`src/design/rtcdt_defs.vh`:
```
// Constants for the dual countdown timer block
`ifndef RTCDT_DEFS_VH
`define RTCDT_DEFS_VH

// Register offsets
`define RTCDT_ADDR_FIRST_CLOCK_SELECT  5'h10
`define RTCDT_ADDR_FIRST_COUNT_VALUE   5'h11
`define RTCDT_ADDR_SECOND_CLOCK_WIDTH  5'h12
`define RTCDT_ADDR_SECOND_COUNT_VALUE  5'h13

// Reset values
`define RTCDT_RST_FIRST_CLOCK_SELECT   8'h07
`define RTCDT_RST_SECOND_CLOCK_WIDTH   8'h07
`define RTCDT_RST_COUNT_VALUE          8'h00

// Field positions
`define RTCDT_TICK_SEL_MSB  2
`define RTCDT_TICK_SEL_LSB  0
`define RTCDT_WIDTH_SEL_MSB 6
`define RTCDT_WIDTH_SEL_LSB 4

// Tick source codes
`define RTCDT_TICK_4096HZ   3'h0
`define RTCDT_TICK_64HZ     3'h1
`define RTCDT_TICK_1HZ      3'h2
`define RTCDT_TICK_MINUTE   3'h3
`define RTCDT_TICK_HOUR     3'h7

// First timer function codes
`define RTCDT_FUNC_OFF       2'h0
`define RTCDT_FUNC_COUNTDOWN 2'h1
`define RTCDT_FUNC_WATCHDOG  2'h2

// Prescaler taps, counted in 32.768 kHz oscillator ticks
`define RTCDT_OSC_PER_4096HZ 15'h0007
`define RTCDT_OSC_PER_64HZ   15'h01ff
`define RTCDT_OSC_PER_1HZ    15'h7fff
`define RTCDT_LAST_UNIT      6'h3b

// Interrupt pulse widths in oscillator ticks (one tick is 30.517578 us)
`define RTCDT_PW_122US       13'h0004
`define RTCDT_PW_244US       13'h0008
`define RTCDT_PW_7812US      13'h0100
`define RTCDT_PW_15625US     13'h0200
`define RTCDT_PW_46875US     13'h0600
`define RTCDT_PW_62500US     13'h0800
`define RTCDT_PW_78125US     13'h0a00
`define RTCDT_PW_93750US     13'h0c00
`define RTCDT_PW_125000US    13'h1000
`define RTCDT_PW_156250US    13'h1400
`define RTCDT_PW_187500US    13'h1800
`define RTCDT_PW_218750US    13'h1c00

`endif

```
`src/design/rtcdt_prescale.v`:
```
// Oscillator divider producing the five timer source ticks
`timescale 1ns/1ps
`include "rtcdt_defs.vh"

module rtcdt_prescale (
   input wire i_clk,
   input wire i_rst,
   input wire i_osc_en,
   output reg o_tick_4096,
   output reg o_tick_64,
   output reg o_tick_1,
   output reg o_tick_minute,
   output reg o_tick_hour
);

reg [14:0] div;
reg [5:0] sec;
reg [5:0] min;
wire sec_end = i_osc_en && (div == `RTCDT_OSC_PER_1HZ);
wire min_end = sec_end && (sec == `RTCDT_LAST_UNIT);
wire hour_end = min_end && (min == `RTCDT_LAST_UNIT);

always @(posedge i_clk) begin
   if (i_rst) begin
      div <= 15'h0000;
      sec <= 6'h00;
      min <= 6'h00;
      o_tick_4096 <= 1'b0;
      o_tick_64 <= 1'b0;
      o_tick_1 <= 1'b0;
      o_tick_minute <= 1'b0;
      o_tick_hour <= 1'b0;
   end else begin
      if (i_osc_en) begin
         div <= div + 15'h0001;
      end
      if (sec_end) begin
         sec <= (sec == `RTCDT_LAST_UNIT) ? 6'h00 : sec + 6'h01;
      end
      if (min_end) begin
         min <= (min == `RTCDT_LAST_UNIT) ? 6'h00 : min + 6'h01;
      end
      o_tick_4096 <= i_osc_en && ((div & `RTCDT_OSC_PER_4096HZ) == `RTCDT_OSC_PER_4096HZ);
      o_tick_64 <= i_osc_en && ((div & `RTCDT_OSC_PER_64HZ) == `RTCDT_OSC_PER_64HZ);
      o_tick_1 <= sec_end;
      o_tick_minute <= min_end;
      o_tick_hour <= hour_end;
   end
end

endmodule

```
`src/design/rtcdt_timers.v`:
```
// Two 8-bit down-counting timers with watchdog, flags and interrupt pins
//
// Overview of operation
// - First tick select picks one of five sources
// - Second tick select in bits 2..0, same codes
// - Bits 6..4 pick second pulse width
// - Each timer holds an 8-bit count n
// - Function 01 countdown, 10 watchdog
// - Watchdog sets expired flag after count 1
// - Watchdog interrupt only when its enable set
// - Nonzero watchdog write clears flag and restarts
// - Zero watchdog write clears flag and stops
// - Control two read clears watchdog flag
// - Pulse mode bit shapes watchdog interrupt
// - Countdown expiry sets flag and reloads n
// - First countdown flag cleared only by host
// - Value reads return the live count
// - Mid-period writes take effect at once
// - Count zero halts timer, no more expiries
// - First period offset depends on tick source
// - First countdown flag drives primary interrupt
// - Second timer is countdown only, one enable
// - Second expiry sets flag, reloads, both interrupts
// - Second countdown flag cleared only by host
// - Bit 7 selects first timer pulse style
// - Bit 6 selects second timer pulse style
`timescale 1ns/1ps
`include "rtcdt_defs.vh"

module rtcdt_timers (
   input wire i_clk,
   input wire i_rst,
   input wire i_osc_en,
   input wire [4:0] i_reg_addr,
   input wire [7:0] i_reg_wdata,
   input wire i_reg_we,
   input wire i_reg_re,
   output reg [7:0] o_reg_rdata,
   input wire [1:0] i_first_function_select,
   input wire i_second_timer_on,
   input wire i_first_pulse_mode,
   input wire i_second_pulse_mode,
   input wire i_watchdog_irq_enable,
   input wire i_first_countdown_irq_enable,
   input wire i_second_countdown_irq_enable,
   input wire i_control2_read,
   input wire i_first_countdown_flag_clear,
   input wire i_second_countdown_flag_clear,
   output reg o_watchdog_expired_flag,
   output reg o_first_countdown_flag,
   output reg o_second_countdown_flag,
   output reg o_irq_out_primary_n,
   output reg o_irq_out_secondary_n
);

wire tick_4096;
wire tick_64;
wire tick_1;
wire tick_minute;
wire tick_hour;

rtcdt_prescale u_prescale (
   .i_clk(i_clk),
   .i_rst(i_rst),
   .i_osc_en(i_osc_en),
   .o_tick_4096(tick_4096),
   .o_tick_64(tick_64),
   .o_tick_1(tick_1),
   .o_tick_minute(tick_minute),
   .o_tick_hour(tick_hour)
);

// Unlisted codes give no tick, so such a timer simply never counts
function tick_pick;
   input [2:0] sel;
   input t4096;
   input t64;
   input t1;
   input tmin;
   input thour;
   begin
      case (sel)
         `RTCDT_TICK_4096HZ: tick_pick = t4096;
         `RTCDT_TICK_64HZ: tick_pick = t64;
         `RTCDT_TICK_1HZ: tick_pick = t1;
         `RTCDT_TICK_MINUTE: tick_pick = tmin;
         `RTCDT_TICK_HOUR: tick_pick = thour;
         default: tick_pick = 1'b0;
      endcase
   end
endfunction

// Slow sources align to a 64 Hz tick before their first count
function is_slow;
   input [2:0] sel;
   begin
      is_slow = (sel != `RTCDT_TICK_4096HZ) && (sel != `RTCDT_TICK_64HZ);
   end
endfunction

function [12:0] width_code;
   input [2:0] code;
   begin
      case (code)
         3'h0: width_code = `RTCDT_PW_46875US;
         3'h1: width_code = `RTCDT_PW_62500US;
         3'h2: width_code = `RTCDT_PW_78125US;
         3'h3: width_code = `RTCDT_PW_93750US;
         3'h4: width_code = `RTCDT_PW_125000US;
         3'h5: width_code = `RTCDT_PW_156250US;
         3'h6: width_code = `RTCDT_PW_187500US;
         default: width_code = `RTCDT_PW_218750US;
      endcase
   end
endfunction

// Pulse length after an expiry; programmable width only on the second timer
function [12:0] pulse_len;
   input [2:0] sel;
   input [7:0] n;
   input second;
   input [2:0] wcode;
   reg [16:0] period;
   begin
      period = {n, 9'h000};
      if (sel == `RTCDT_TICK_4096HZ) begin
         pulse_len = (n == 8'h01) ? `RTCDT_PW_122US : `RTCDT_PW_244US;
      end else if (sel == `RTCDT_TICK_64HZ && n == 8'h01) begin
         pulse_len = `RTCDT_PW_7812US;
      end else if (!second) begin
         pulse_len = `RTCDT_PW_15625US;
      end else if (sel == `RTCDT_TICK_64HZ && period < {4'h0, width_code(wcode)}) begin
         pulse_len = `RTCDT_PW_15625US;
      end else begin
         pulse_len = width_code(wcode);
      end
   end
endfunction

reg [7:0] first_clock_select;
reg [7:0] first_n;
reg [7:0] first_cnt;
reg first_wait;
reg [1:0] first_mode_q;
reg [12:0] first_pulse;
reg [7:0] second_clock_width;
reg [7:0] second_n;
reg [7:0] second_cnt;
reg second_wait;
reg second_on_q;
reg [12:0] second_pulse;

wire [2:0] first_tick_select = first_clock_select[`RTCDT_TICK_SEL_MSB:`RTCDT_TICK_SEL_LSB];
wire [2:0] second_tick_select = second_clock_width[`RTCDT_TICK_SEL_MSB:`RTCDT_TICK_SEL_LSB];
wire [2:0] second_pulse_width = second_clock_width[`RTCDT_WIDTH_SEL_MSB:`RTCDT_WIDTH_SEL_LSB];

wire first_is_cd = (i_first_function_select == `RTCDT_FUNC_COUNTDOWN);
wire first_is_wd = (i_first_function_select == `RTCDT_FUNC_WATCHDOG);
wire first_active = first_is_cd || first_is_wd;
wire first_was_active = (first_mode_q == `RTCDT_FUNC_COUNTDOWN) ||
   (first_mode_q == `RTCDT_FUNC_WATCHDOG);
wire first_write = i_reg_we && (i_reg_addr == `RTCDT_ADDR_FIRST_COUNT_VALUE);
wire first_start = first_active && !first_was_active;
wire first_tick = tick_pick(first_tick_select, tick_4096, tick_64, tick_1,
   tick_minute, tick_hour);
wire first_run = first_active && (first_cnt != 8'h00);
wire first_expire = !first_write && !first_start && first_run && !first_wait &&
   first_tick && (first_cnt == 8'h01);
// Fast sources skip one own tick first, so the first period is n to n+1 ticks
wire first_align = is_slow(first_tick_select) ? tick_64 : first_tick;

wire second_write = i_reg_we && (i_reg_addr == `RTCDT_ADDR_SECOND_COUNT_VALUE);
wire second_start = i_second_timer_on && !second_on_q;
wire second_tick = tick_pick(second_tick_select, tick_4096, tick_64, tick_1,
   tick_minute, tick_hour);
wire second_run = i_second_timer_on && (second_cnt != 8'h00);
wire second_expire = !second_write && !second_start && second_run && !second_wait &&
   second_tick && (second_cnt == 8'h01);
wire second_align = is_slow(second_tick_select) ? tick_64 : second_tick;

// Register file; every load is one whole-byte update in this clock, never torn
always @(posedge i_clk) begin
   if (i_rst) begin
      first_clock_select <= `RTCDT_RST_FIRST_CLOCK_SELECT;
      second_clock_width <= `RTCDT_RST_SECOND_CLOCK_WIDTH;
      first_n <= `RTCDT_RST_COUNT_VALUE;
      second_n <= `RTCDT_RST_COUNT_VALUE;
   end else if (i_reg_we) begin
      case (i_reg_addr)
         `RTCDT_ADDR_FIRST_CLOCK_SELECT: first_clock_select <= {5'h00, i_reg_wdata[2:0]};
         `RTCDT_ADDR_FIRST_COUNT_VALUE: first_n <= i_reg_wdata;
         `RTCDT_ADDR_SECOND_CLOCK_WIDTH:
            second_clock_width <= {1'b0, i_reg_wdata[6:4], 1'b0, i_reg_wdata[2:0]};
         `RTCDT_ADDR_SECOND_COUNT_VALUE: second_n <= i_reg_wdata;
         // Unmapped offsets keep everything
         default: first_n <= first_n;
      endcase
   end
end

// Read data; unused bits and unmapped offsets read zero
always @(posedge i_clk) begin
   if (i_rst) begin
      o_reg_rdata <= 8'h00;
   end else if (i_reg_re) begin
      case (i_reg_addr)
         `RTCDT_ADDR_FIRST_CLOCK_SELECT: o_reg_rdata <= first_clock_select;
         `RTCDT_ADDR_FIRST_COUNT_VALUE: o_reg_rdata <= first_cnt;
         `RTCDT_ADDR_SECOND_CLOCK_WIDTH: o_reg_rdata <= second_clock_width;
         `RTCDT_ADDR_SECOND_COUNT_VALUE: o_reg_rdata <= second_cnt;
         default: o_reg_rdata <= 8'h00;
      endcase
   end
end

// First timer counter
always @(posedge i_clk) begin
   if (i_rst) begin
      first_cnt <= 8'h00;
      first_wait <= 1'b0;
      first_mode_q <= `RTCDT_FUNC_OFF;
   end else begin
      first_mode_q <= i_first_function_select;
      if (first_write) begin
         first_cnt <= i_reg_wdata;
         first_wait <= 1'b1;
      end else if (first_start) begin
         first_cnt <= first_n;
         first_wait <= 1'b1;
      end else if (first_run) begin
         if (first_wait) begin
            if (first_align) begin
               first_wait <= 1'b0;
            end
         end else if (first_tick) begin
            // Watchdog parks at zero after expiry until rewritten
            if (first_cnt == 8'h01) begin
               first_cnt <= first_is_cd ? first_n : 8'h00;
            end else begin
               first_cnt <= first_cnt - 8'h01;
            end
         end
      end
   end
end

// Second timer counter
always @(posedge i_clk) begin
   if (i_rst) begin
      second_cnt <= 8'h00;
      second_wait <= 1'b0;
      second_on_q <= 1'b0;
   end else begin
      second_on_q <= i_second_timer_on;
      if (second_write) begin
         second_cnt <= i_reg_wdata;
         second_wait <= 1'b1;
      end else if (second_start) begin
         second_cnt <= second_n;
         second_wait <= 1'b1;
      end else if (second_run) begin
         if (second_wait) begin
            if (second_align) begin
               second_wait <= 1'b0;
            end
         end else if (second_tick) begin
            if (second_cnt == 8'h01) begin
               second_cnt <= second_n;
            end else begin
               second_cnt <= second_cnt - 8'h01;
            end
         end
      end
   end
end

// Flags: a set in the cycle of a clear wins
// Watchdog write clear acts only in watchdog mode
wire wd_set = first_expire && first_is_wd;
wire wd_clr = i_control2_read || (first_write && first_is_wd);
wire next_watchdog_flag = wd_set || (o_watchdog_expired_flag && !wd_clr);
wire cd1_set = first_expire && first_is_cd;
wire next_first_flag = cd1_set || (o_first_countdown_flag && !i_first_countdown_flag_clear);
wire next_second_flag = second_expire ||
   (o_second_countdown_flag && !i_second_countdown_flag_clear);

always @(posedge i_clk) begin
   if (i_rst) begin
      o_watchdog_expired_flag <= 1'b0;
      o_first_countdown_flag <= 1'b0;
      o_second_countdown_flag <= 1'b0;
   end else begin
      o_watchdog_expired_flag <= next_watchdog_flag;
      o_first_countdown_flag <= next_first_flag;
      o_second_countdown_flag <= next_second_flag;
   end
end

// Pulse timers count oscillator ticks; a cleared flag cuts the pulse short
always @(posedge i_clk) begin
   if (i_rst) begin
      first_pulse <= 13'h0000;
      second_pulse <= 13'h0000;
   end else begin
      // A watchdog clear in watchdog mode also ends its pulse
      if (first_expire) begin
         first_pulse <= pulse_len(first_tick_select, first_n, 1'b0, 3'h0);
      end else if (wd_clr && first_is_wd) begin
         first_pulse <= 13'h0000;
      end else if (i_osc_en && first_pulse != 13'h0000) begin
         first_pulse <= first_pulse - 13'h0001;
      end
      if (second_expire) begin
         second_pulse <= pulse_len(second_tick_select, second_n, 1'b1, second_pulse_width);
      end else if (i_osc_en && second_pulse != 13'h0000) begin
         second_pulse <= second_pulse - 13'h0001;
      end
   end
end

// Pulse starts on the expiry edge itself, together with its flag
wire first_shape = !i_first_pulse_mode || first_expire ||
   (first_pulse != 13'h0000);
wire second_shape = !i_second_pulse_mode || second_expire ||
   (second_pulse != 13'h0000);
wire wd_irq = next_watchdog_flag && i_watchdog_irq_enable && first_shape;
wire cd1_irq = next_first_flag && i_first_countdown_irq_enable && first_shape;
wire cd2_irq = next_second_flag && i_second_countdown_irq_enable && second_shape;

// Pins are active low
always @(posedge i_clk) begin
   if (i_rst) begin
      o_irq_out_primary_n <= 1'b1;
      o_irq_out_secondary_n <= 1'b1;
   end else begin
      o_irq_out_primary_n <= !(wd_irq || cd1_irq || cd2_irq);
      o_irq_out_secondary_n <= !cd2_irq;
   end
end

endmodule

```
`config.mk`:
```
export PLATFORM = sky130hd
export DESIGN_NAME = rtcdt_timers
export DESIGN_NICKNAME = d
export VERILOG_FILES = /design/src/design/rtcdt_prescale.v /design/src/design/rtcdt_timers.v
export VERILOG_INCLUDE_DIRS = /design/src /design/src/design
export SDC_FILE = /design/constraint.sdc
export NUM_CORES = 1
export LEC_CHECK = 0
export BUFFER_PORTS_ARGS = -buffer_cell sky130_fd_sc_hd__buf_2
export CORE_UTILIZATION = 50
export CTS_BUF_LIST = sky130_fd_sc_hd__clkbuf_4 sky130_fd_sc_hd__clkbuf_8 sky130_fd_sc_hd__clkbuf_16
export DETAILED_ROUTE_END_ITERATION = 12
export HOLD_SLACK_MARGIN = 0.15
export PLACE_DENSITY = 0.67
export SLEW_MARGIN = 0
export SYNTH_ARGS = -nofsm -noshare
export SYNTH_HDL_FRONTEND = slang
export SYNTH_HIERARCHICAL = 1
export SYNTH_SLANG_ARGS = --single-unit
```
`constraint.sdc`:
```
create_clock -name i_clk -period 2.6 [get_ports i_clk]
set_input_delay 0.13 -clock i_clk [delete_from_list [all_inputs] [get_ports i_clk]]
set_output_delay 0.13 -clock i_clk [all_outputs]
set_load 0.1 [all_outputs]
```
=== Word level (Yosys, flattened, before mapping) ===
Cells that the tools add are included.
W data, S select, Z words.

* Logic and storage cells: 205
* Register bits after elaboration: 117

* $lt $le $gt $ge: 1
* Equality and inequality tests: 35
* Multiplexer cells: 47
* Add/subtract/negate cells: 7
* Reduce and logical (&&, ||, !) cells: 89

{| class="wikitable"
|+ Operators by type and width
! operator !! number
|-
| $mux W13 || 12
|-
| $mux W8 || 13
|-
| $pmux W13 S7 || 1
|-
| $logic_and A1 B1 Y1 || 41
|-
| $eq A8 B1 Y1 const B || 4
|-
| $pmux W8 S4 || 1
|-
| $reduce_bool A13 Y1 || 2
|-
| $sub A13 B1 Y13 const B || 2
|-
| $reduce_bool A3 Y1 || 7
|-
| $eq A5 B5 Y1 const B || 4
|-
| $mux W10 || 2
|-
| $eq A3 B2 Y1 const B || 6
|-
| $eq A3 B3 Y1 const B || 6
|-
| $lt A17 B13 Y1 || 1
|-
| $reduce_bool A8 Y1 || 2
|-
| $sub A8 B1 Y8 const B || 2
|-
| $add A15 B1 Y15 const B || 1
|-
| $eq A15 B15 Y1 const B || 1
|-
| $logic_not A1 Y1 || 15
|-
| $add A6 B1 Y6 const B || 2
|-
| $eq A6 B6 Y1 const B || 2
|-
| $logic_or A1 B1 Y1 || 12
|-
| $mux W1 || 12
|-
| $mux W6 || 2
|-
| other kinds (11) || 26
|}

=== Depth between registers and ports, before layout ===
* Depth after elaboration: 17
* Mapped depth: 9
* Depth with buffers taken out: 9

=== Modules after synthesis ===
The synthesis kept the hierarchy.

{| class="wikitable"
|+ Modules (own cells, without submodules)
! module !! area each (µm²) !! instances !! seq. area each (µm²) !! cells an instance
|-
| rtcdt_timers || 4732.0 || 1 || 1701.6 || 575
|-
| rtcdt_prescale || 1545.2 || 1 || 640.6 || 181
|}

=== Worst setup path after synthesis ===
No wires, ideal clock.

* Path kind: flip-flop to flip-flop
* Start point: register first_pulse[0]
* End point: register first_pulse[8]
* Data arrival time: 2.002 ns
* Setup time: 0.061 ns
* Cell stages (with the launch flop): 9
* Data required time: 2.539 ns
* Path slack: 0.537 ns
* Cells stage by stage: dfxtp_1 inv_1 ha_1 nor3b_1 and2_1 nand2_1 or4_1 a2111oi_0 a41o_1

* Word-level cells in the longest chain between the ends: 4
* Elaborated cells between the ends (all ways): 7
* Classes of those cells: add/sub: 1; mux: 3; reduce/logical: 3

{| class="wikitable"
|+ RTL lines
! what !! RTL line !! RTL
|-
| start: declaration || rtcdt_timers.v:145 || <nowiki>reg [12:0] first_pulse;</nowiki>
|-
| start signal: assignment || rtcdt_timers.v:307 || <nowiki>first_pulse <= pulse_len(first_tick_select, first_n, 1'b0, 3'h0);</nowiki>
|-
| start signal: assignment || rtcdt_timers.v:311 || <nowiki>first_pulse <= first_pulse - 13'h0001;</nowiki>
|-
| $sub A13 B1 Y13 || rtcdt_timers.v:311 ||
|-
| $mux W13 || rtcdt_timers.v:310 || <nowiki>end else if (i_osc_en && first_pulse != 13'h0000) begin</nowiki>
|-
| $mux W13 || rtcdt_timers.v:308 || <nowiki>end else if (wd_clr && first_is_wd) begin</nowiki>
|-
| $mux W13 || rtcdt_timers.v:306 || <nowiki>if (first_expire) begin</nowiki>
|}

Several ways; a longest one is shown, not always the timed one. The select of a mux whose other input is x is not followed.
A chain may end at the register's enable or synchronous reset.

=== Worst setup path in the final report ===
* Start point: input port i_first_function_select[0]
* End point: register o_first_countdown_flag

* Word-level cells in the longest chain between the ends: 11
* Elaborated cells between the ends (all ways): 13
* Classes of those cells: eq/ne: 2; reduce/logical: 11

{| class="wikitable"
|+ RTL lines
! what !! RTL line !! RTL
|-
| start: declaration || rtcdt_timers.v:39 || <nowiki>input wire [1:0] i_first_function_select,</nowiki>
|-
| $eq A2 B1 Y1 (no source line) / $eq A2 B2 Y1 (equally long branches) || - ||
|-
| $logic_or A1 B1 Y1 || rtcdt_timers.v:159 || <nowiki>wire first_active = first_is_cd || first_is_wd;</nowiki>
|-
| $logic_and A1 B1 Y1 || rtcdt_timers.v:163 || <nowiki>wire first_start = first_active && !first_was_active;</nowiki>
|-
| $logic_not A1 Y1 || rtcdt_timers.v:167 || <nowiki>wire first_expire = !first_write && !first_start && first_run && !first_wait &&</nowiki>
|-
| $logic_and A1 B1 Y1 (4 in series) || rtcdt_timers.v:167 ||
|-
| $logic_and A1 B1 Y1 || rtcdt_timers.v:168 || <nowiki>first_tick && (first_cnt == 8'h01);</nowiki>
|-
| $logic_and A1 B1 Y1 * || rtcdt_timers.v:282 || <nowiki>wire cd1_set = first_expire && first_is_cd;</nowiki>
|-
| $logic_or A1 B1 Y1 * || rtcdt_timers.v:283 || <nowiki>wire next_first_flag = cd1_set || (o_first_countdown_flag && !i_first_countdown_flag_clear);</nowiki>
|-
| end signal: assignment || rtcdt_timers.v:294 || <nowiki>o_first_countdown_flag <= next_first_flag;</nowiki>
|-
| end: declaration || rtcdt_timers.v:50 || <nowiki>output reg o_first_countdown_flag,</nowiki>
|}

Mark *: on every way between the ends. The rest lies on a longest branch, timed or not.

==> results.sh <==
export IMPL_status="completed"
export IMPL_ant_nets=0
export IMPL_clk_pin_slew_ps=50
export IMPL_boundaryPins=42
export IMPL_gp_congestion=0.872
export IMPL_die_w_um=114
export IMPL_hold_viol=0
export IMPL_rsz0062_at_grt="no"
export IMPL_cts_sinks=117
export IMPL_timing_rr_start="first_cnt[0]$_SDFFE_PP0P_"
export IMPL_startpoint="i_first_function_select[0]"
export IMPL_power_total_mw=6.29
export IMPL_ys_async_sr_fraction_pct=0
export IMPL_routedWlPerCell_um=16.7
export IMPL_yosys_top_cells_count="dfxtp_1 (117), nand2_1 (95), nor2_1 (81)"
export IMPL_synth_area_leader_cell="dfxtp_1"
export IMPL_ys_types=76
export IMPL_clk_latency_ps=420
export IMPL_syn_num_nets=803
export IMPL_slew_headroom_pct=32.0
export IMPL_cp_max_fo=6
export IMPL_final_util_pct=62.0
export IMPL_die_area_mm2=0.0130
export IMPL_ys_seq_area_share_pct=37.3
export IMPL_hp_class="primary input to flop"
export IMPL_hold_start="i_watchdog_irq_enable"
export IMPL_dp_hpwl_mm=11.8
export IMPL_syn_avg_cell_area_um2=8.30
export IMPL_post_dp_cell_area_mm2=0.00667
export IMPL_vias=5908
export IMPL_synth_most_common_cell="dfxtp_1"
export IMPL_drive_gt1_share_pct=14.9
export IMPL_die_h_um=114
export IMPL_min_period_ps=2450
export IMPL_numCtsBuffers=17
export IMPL_overflow=0
export IMPL_yosys_warnings=6
export IMPL_grt_max_degree=44
export IMPL_syn_to_final_growth_pct=19.6
export IMPL_required_ps=2960
export IMPL_setup_tns_ps=0
export IMPL_cts_max_path_buffers=2
export IMPL_grt_pass1_vias=5560
export IMPL_ys_seq_elements=117
export IMPL_ir_drop_v=0.000400
export IMPL_max_freq_ghz=0.409
export IMPL_yosys_top_cells_area="dfxtp_1 (37%), nand2_1 (5.7%), a21oi_1 (5.1%), nor2_1 (4.8%), ha_1 (3.6%)"
export IMPL_core_area_mm2=0.0121
export IMPL_synth_edf_count=0
export IMPL_grt_pass1_wl_mm=27.5
export IMPL_via_per_inst=5.89
export IMPL_cp_arrival_ps=2800
export IMPL_netlist_area_mm2=0.00628
export IMPL_fin_cells=1003
export IMPL_final_net_count=869
export IMPL_critPathKind="primary input to flop"
export IMPL_drt_iter0_markers=526
export IMPL_htree_levels=4
export IMPL_drt_pass1_iterations=5
export IMPL_start_kind="primary input"
export IMPL_antenna_found_initial=0
export IMPL_wl_mm=16.8
export IMPL_finalInstanceArea_mm2=0.00750
export IMPL_cts_root_buffer="clkbuf_16"
export IMPL_finClkSkew_ps=6.51
export IMPL_ys_flop_type="dfxtp_1"
export IMPL_cts_tree="done"
export IMPL_cp_end_kind="flop"
export IMPL_drc=0
export IMPL_rows=40
export IMPL_synth_top_area_share_pct=37.3
export IMPL_drv_cap=0
export IMPL_synthCells=756
export IMPL_diodes=0
export IMPL_period_share_pct=94.1
export IMPL_maxSlewViolCount=0
export IMPL_portBuffers=41
export IMPL_initial_core_util_pct=51.8
export IMPL_placedCellCount=949
export IMPL_p_leak_nw=2.88
export IMPL_grt_usage_pct=27.0
export IMPL_finalSetupViolCount=0
export IMPL_worst_slew_pin_slew_ps=1010
export IMPL_p_per_area_mw_per_mm2=838
kinds of logic (layout without fill, tap and decap cells):
kind of cell | count (synthesis) | count (layout) | synth area share, %
simple gates | 331 | 331 | 27.6
flops | 117 | 117 | 37.3
fa+ha+maj | 18 | 18 | 3.59
xor+xnor | 27 | 27 | 3.77
buf+inv | 60 | 139 | 3.93
compound gates | 185 | 185 | 19.9
mux | 18 | 18 | 3.91
cell type report:
cell class                      count  area (µm²)
Clock inverter                     14         160
Timing Repair Buffer               79         543
Sequential cell                   117        2340
Clock buffer                       18         439
Multi-Input combinational cell    579        3700
Tap cell                          168         210
Fill cell                        1075        4610
Inverter                           28         105
where the power goes:
group	total [mW]	switching, mW	internal, mW	leakage (nW)
sequential	2.23	0.229	2.00	0.952
clock	2.37	0.847	1.52	0.291
combinational	1.69	0.949	0.745	1.63
registers in the layout, summed over array words and instances, names as in the netlist, 2 cells and up:
name and count:
o_reg_rdata 8, u_prescale/min 6, first_mode_q 2, first_n 8, u_prescale/sec 6, first_pulse 13
u_prescale/div 15, first_clock_select 3, second_clock_width 6, second_n 8, second_cnt 8, first_cnt 8
second_pulse 13
routing by layer:
| metal | global-route usage [%] | part of all wire [%] |
|---|---|---|
| met1 | 36.2 | 46 |
| met2 | 42.3 | 46 |
| met3 | 7.28 | 6.9 |
| met4 | 8.23 | 1.0 |
| met5 | 0 | 0 |
through the flow:
step           hold slack [ps]  worst slack, ps
2_1_floorplan              258              537
3_3_place_gp               393              368
3_5_place_dp               400              252
4_1_cts                    161             47.2
5_1_grt                    232             26.3
6_report                   172              155
critical path: stages:
cell and delay [ps]:
dlygate4sd3_1 520, buf_2 110, inv_1 50, ha_1 350, a31oi_2 200, nand3_2 190
nor4_4 320, buf_4 210, a21oi_1 70, nor2_1 100, dlygate4sd3_1 550
final timing paths:
| check | to | slack, ps | cells after the start |
|---|---|---|---|
| worst max register to register | o_first_countdown_flag$_SDFF_PP0_ | 170 | 9 |
| worst min-delay path | o_irq_out_primary_n$_SDFF_PP1_ | 170 | 5 |
| worst min register to register | first_pulse[12]$_SDFFE_PP0P_ | 460 | 2 |
| worst max-delay path | o_first_countdown_flag$_SDFF_PP0_ | 150 | 11 |
placed cells by master, fill, tap and decap left out, types with 4 or more instances in the layout:
master and n:
inv_1 28, nor3_1 20, clkbuf_16 17, nor4b_1 4, a311oi_1 12, mux2_2 5, xnor2_1 18, xor2_1 9
a22o_1 5, nor2_1 81, nand3_1 26, dlygate4sd3_1 20, nand2_1 95, mux2i_1 8, and3_1 10, o31ai_1 6
ha_1 18, buf_2 40, buf_4 19, or3_1 7, clkinv_2 6, dfxtp_1 117, o211ai_1 12, a211oi_1 10
nand4b_1 6, nor2b_1 13, a211o_1 5, nor4_1 11, a22oi_1 8, or4_1 9, o22ai_1 4, nand2b_1 11
a21oi_1 64, nand4_1 8, a21o_1 5, o21ai_0 22
what timing repair did:
item,in CTS,in global routing
endpoints found under the hold margin,53,0
setup buffers,0,2
resized for setup,0,3
endpoints found under the setup margin,0,2
hold buffers,20,0
Note: power is estimated with default switching activity, not from simulation.
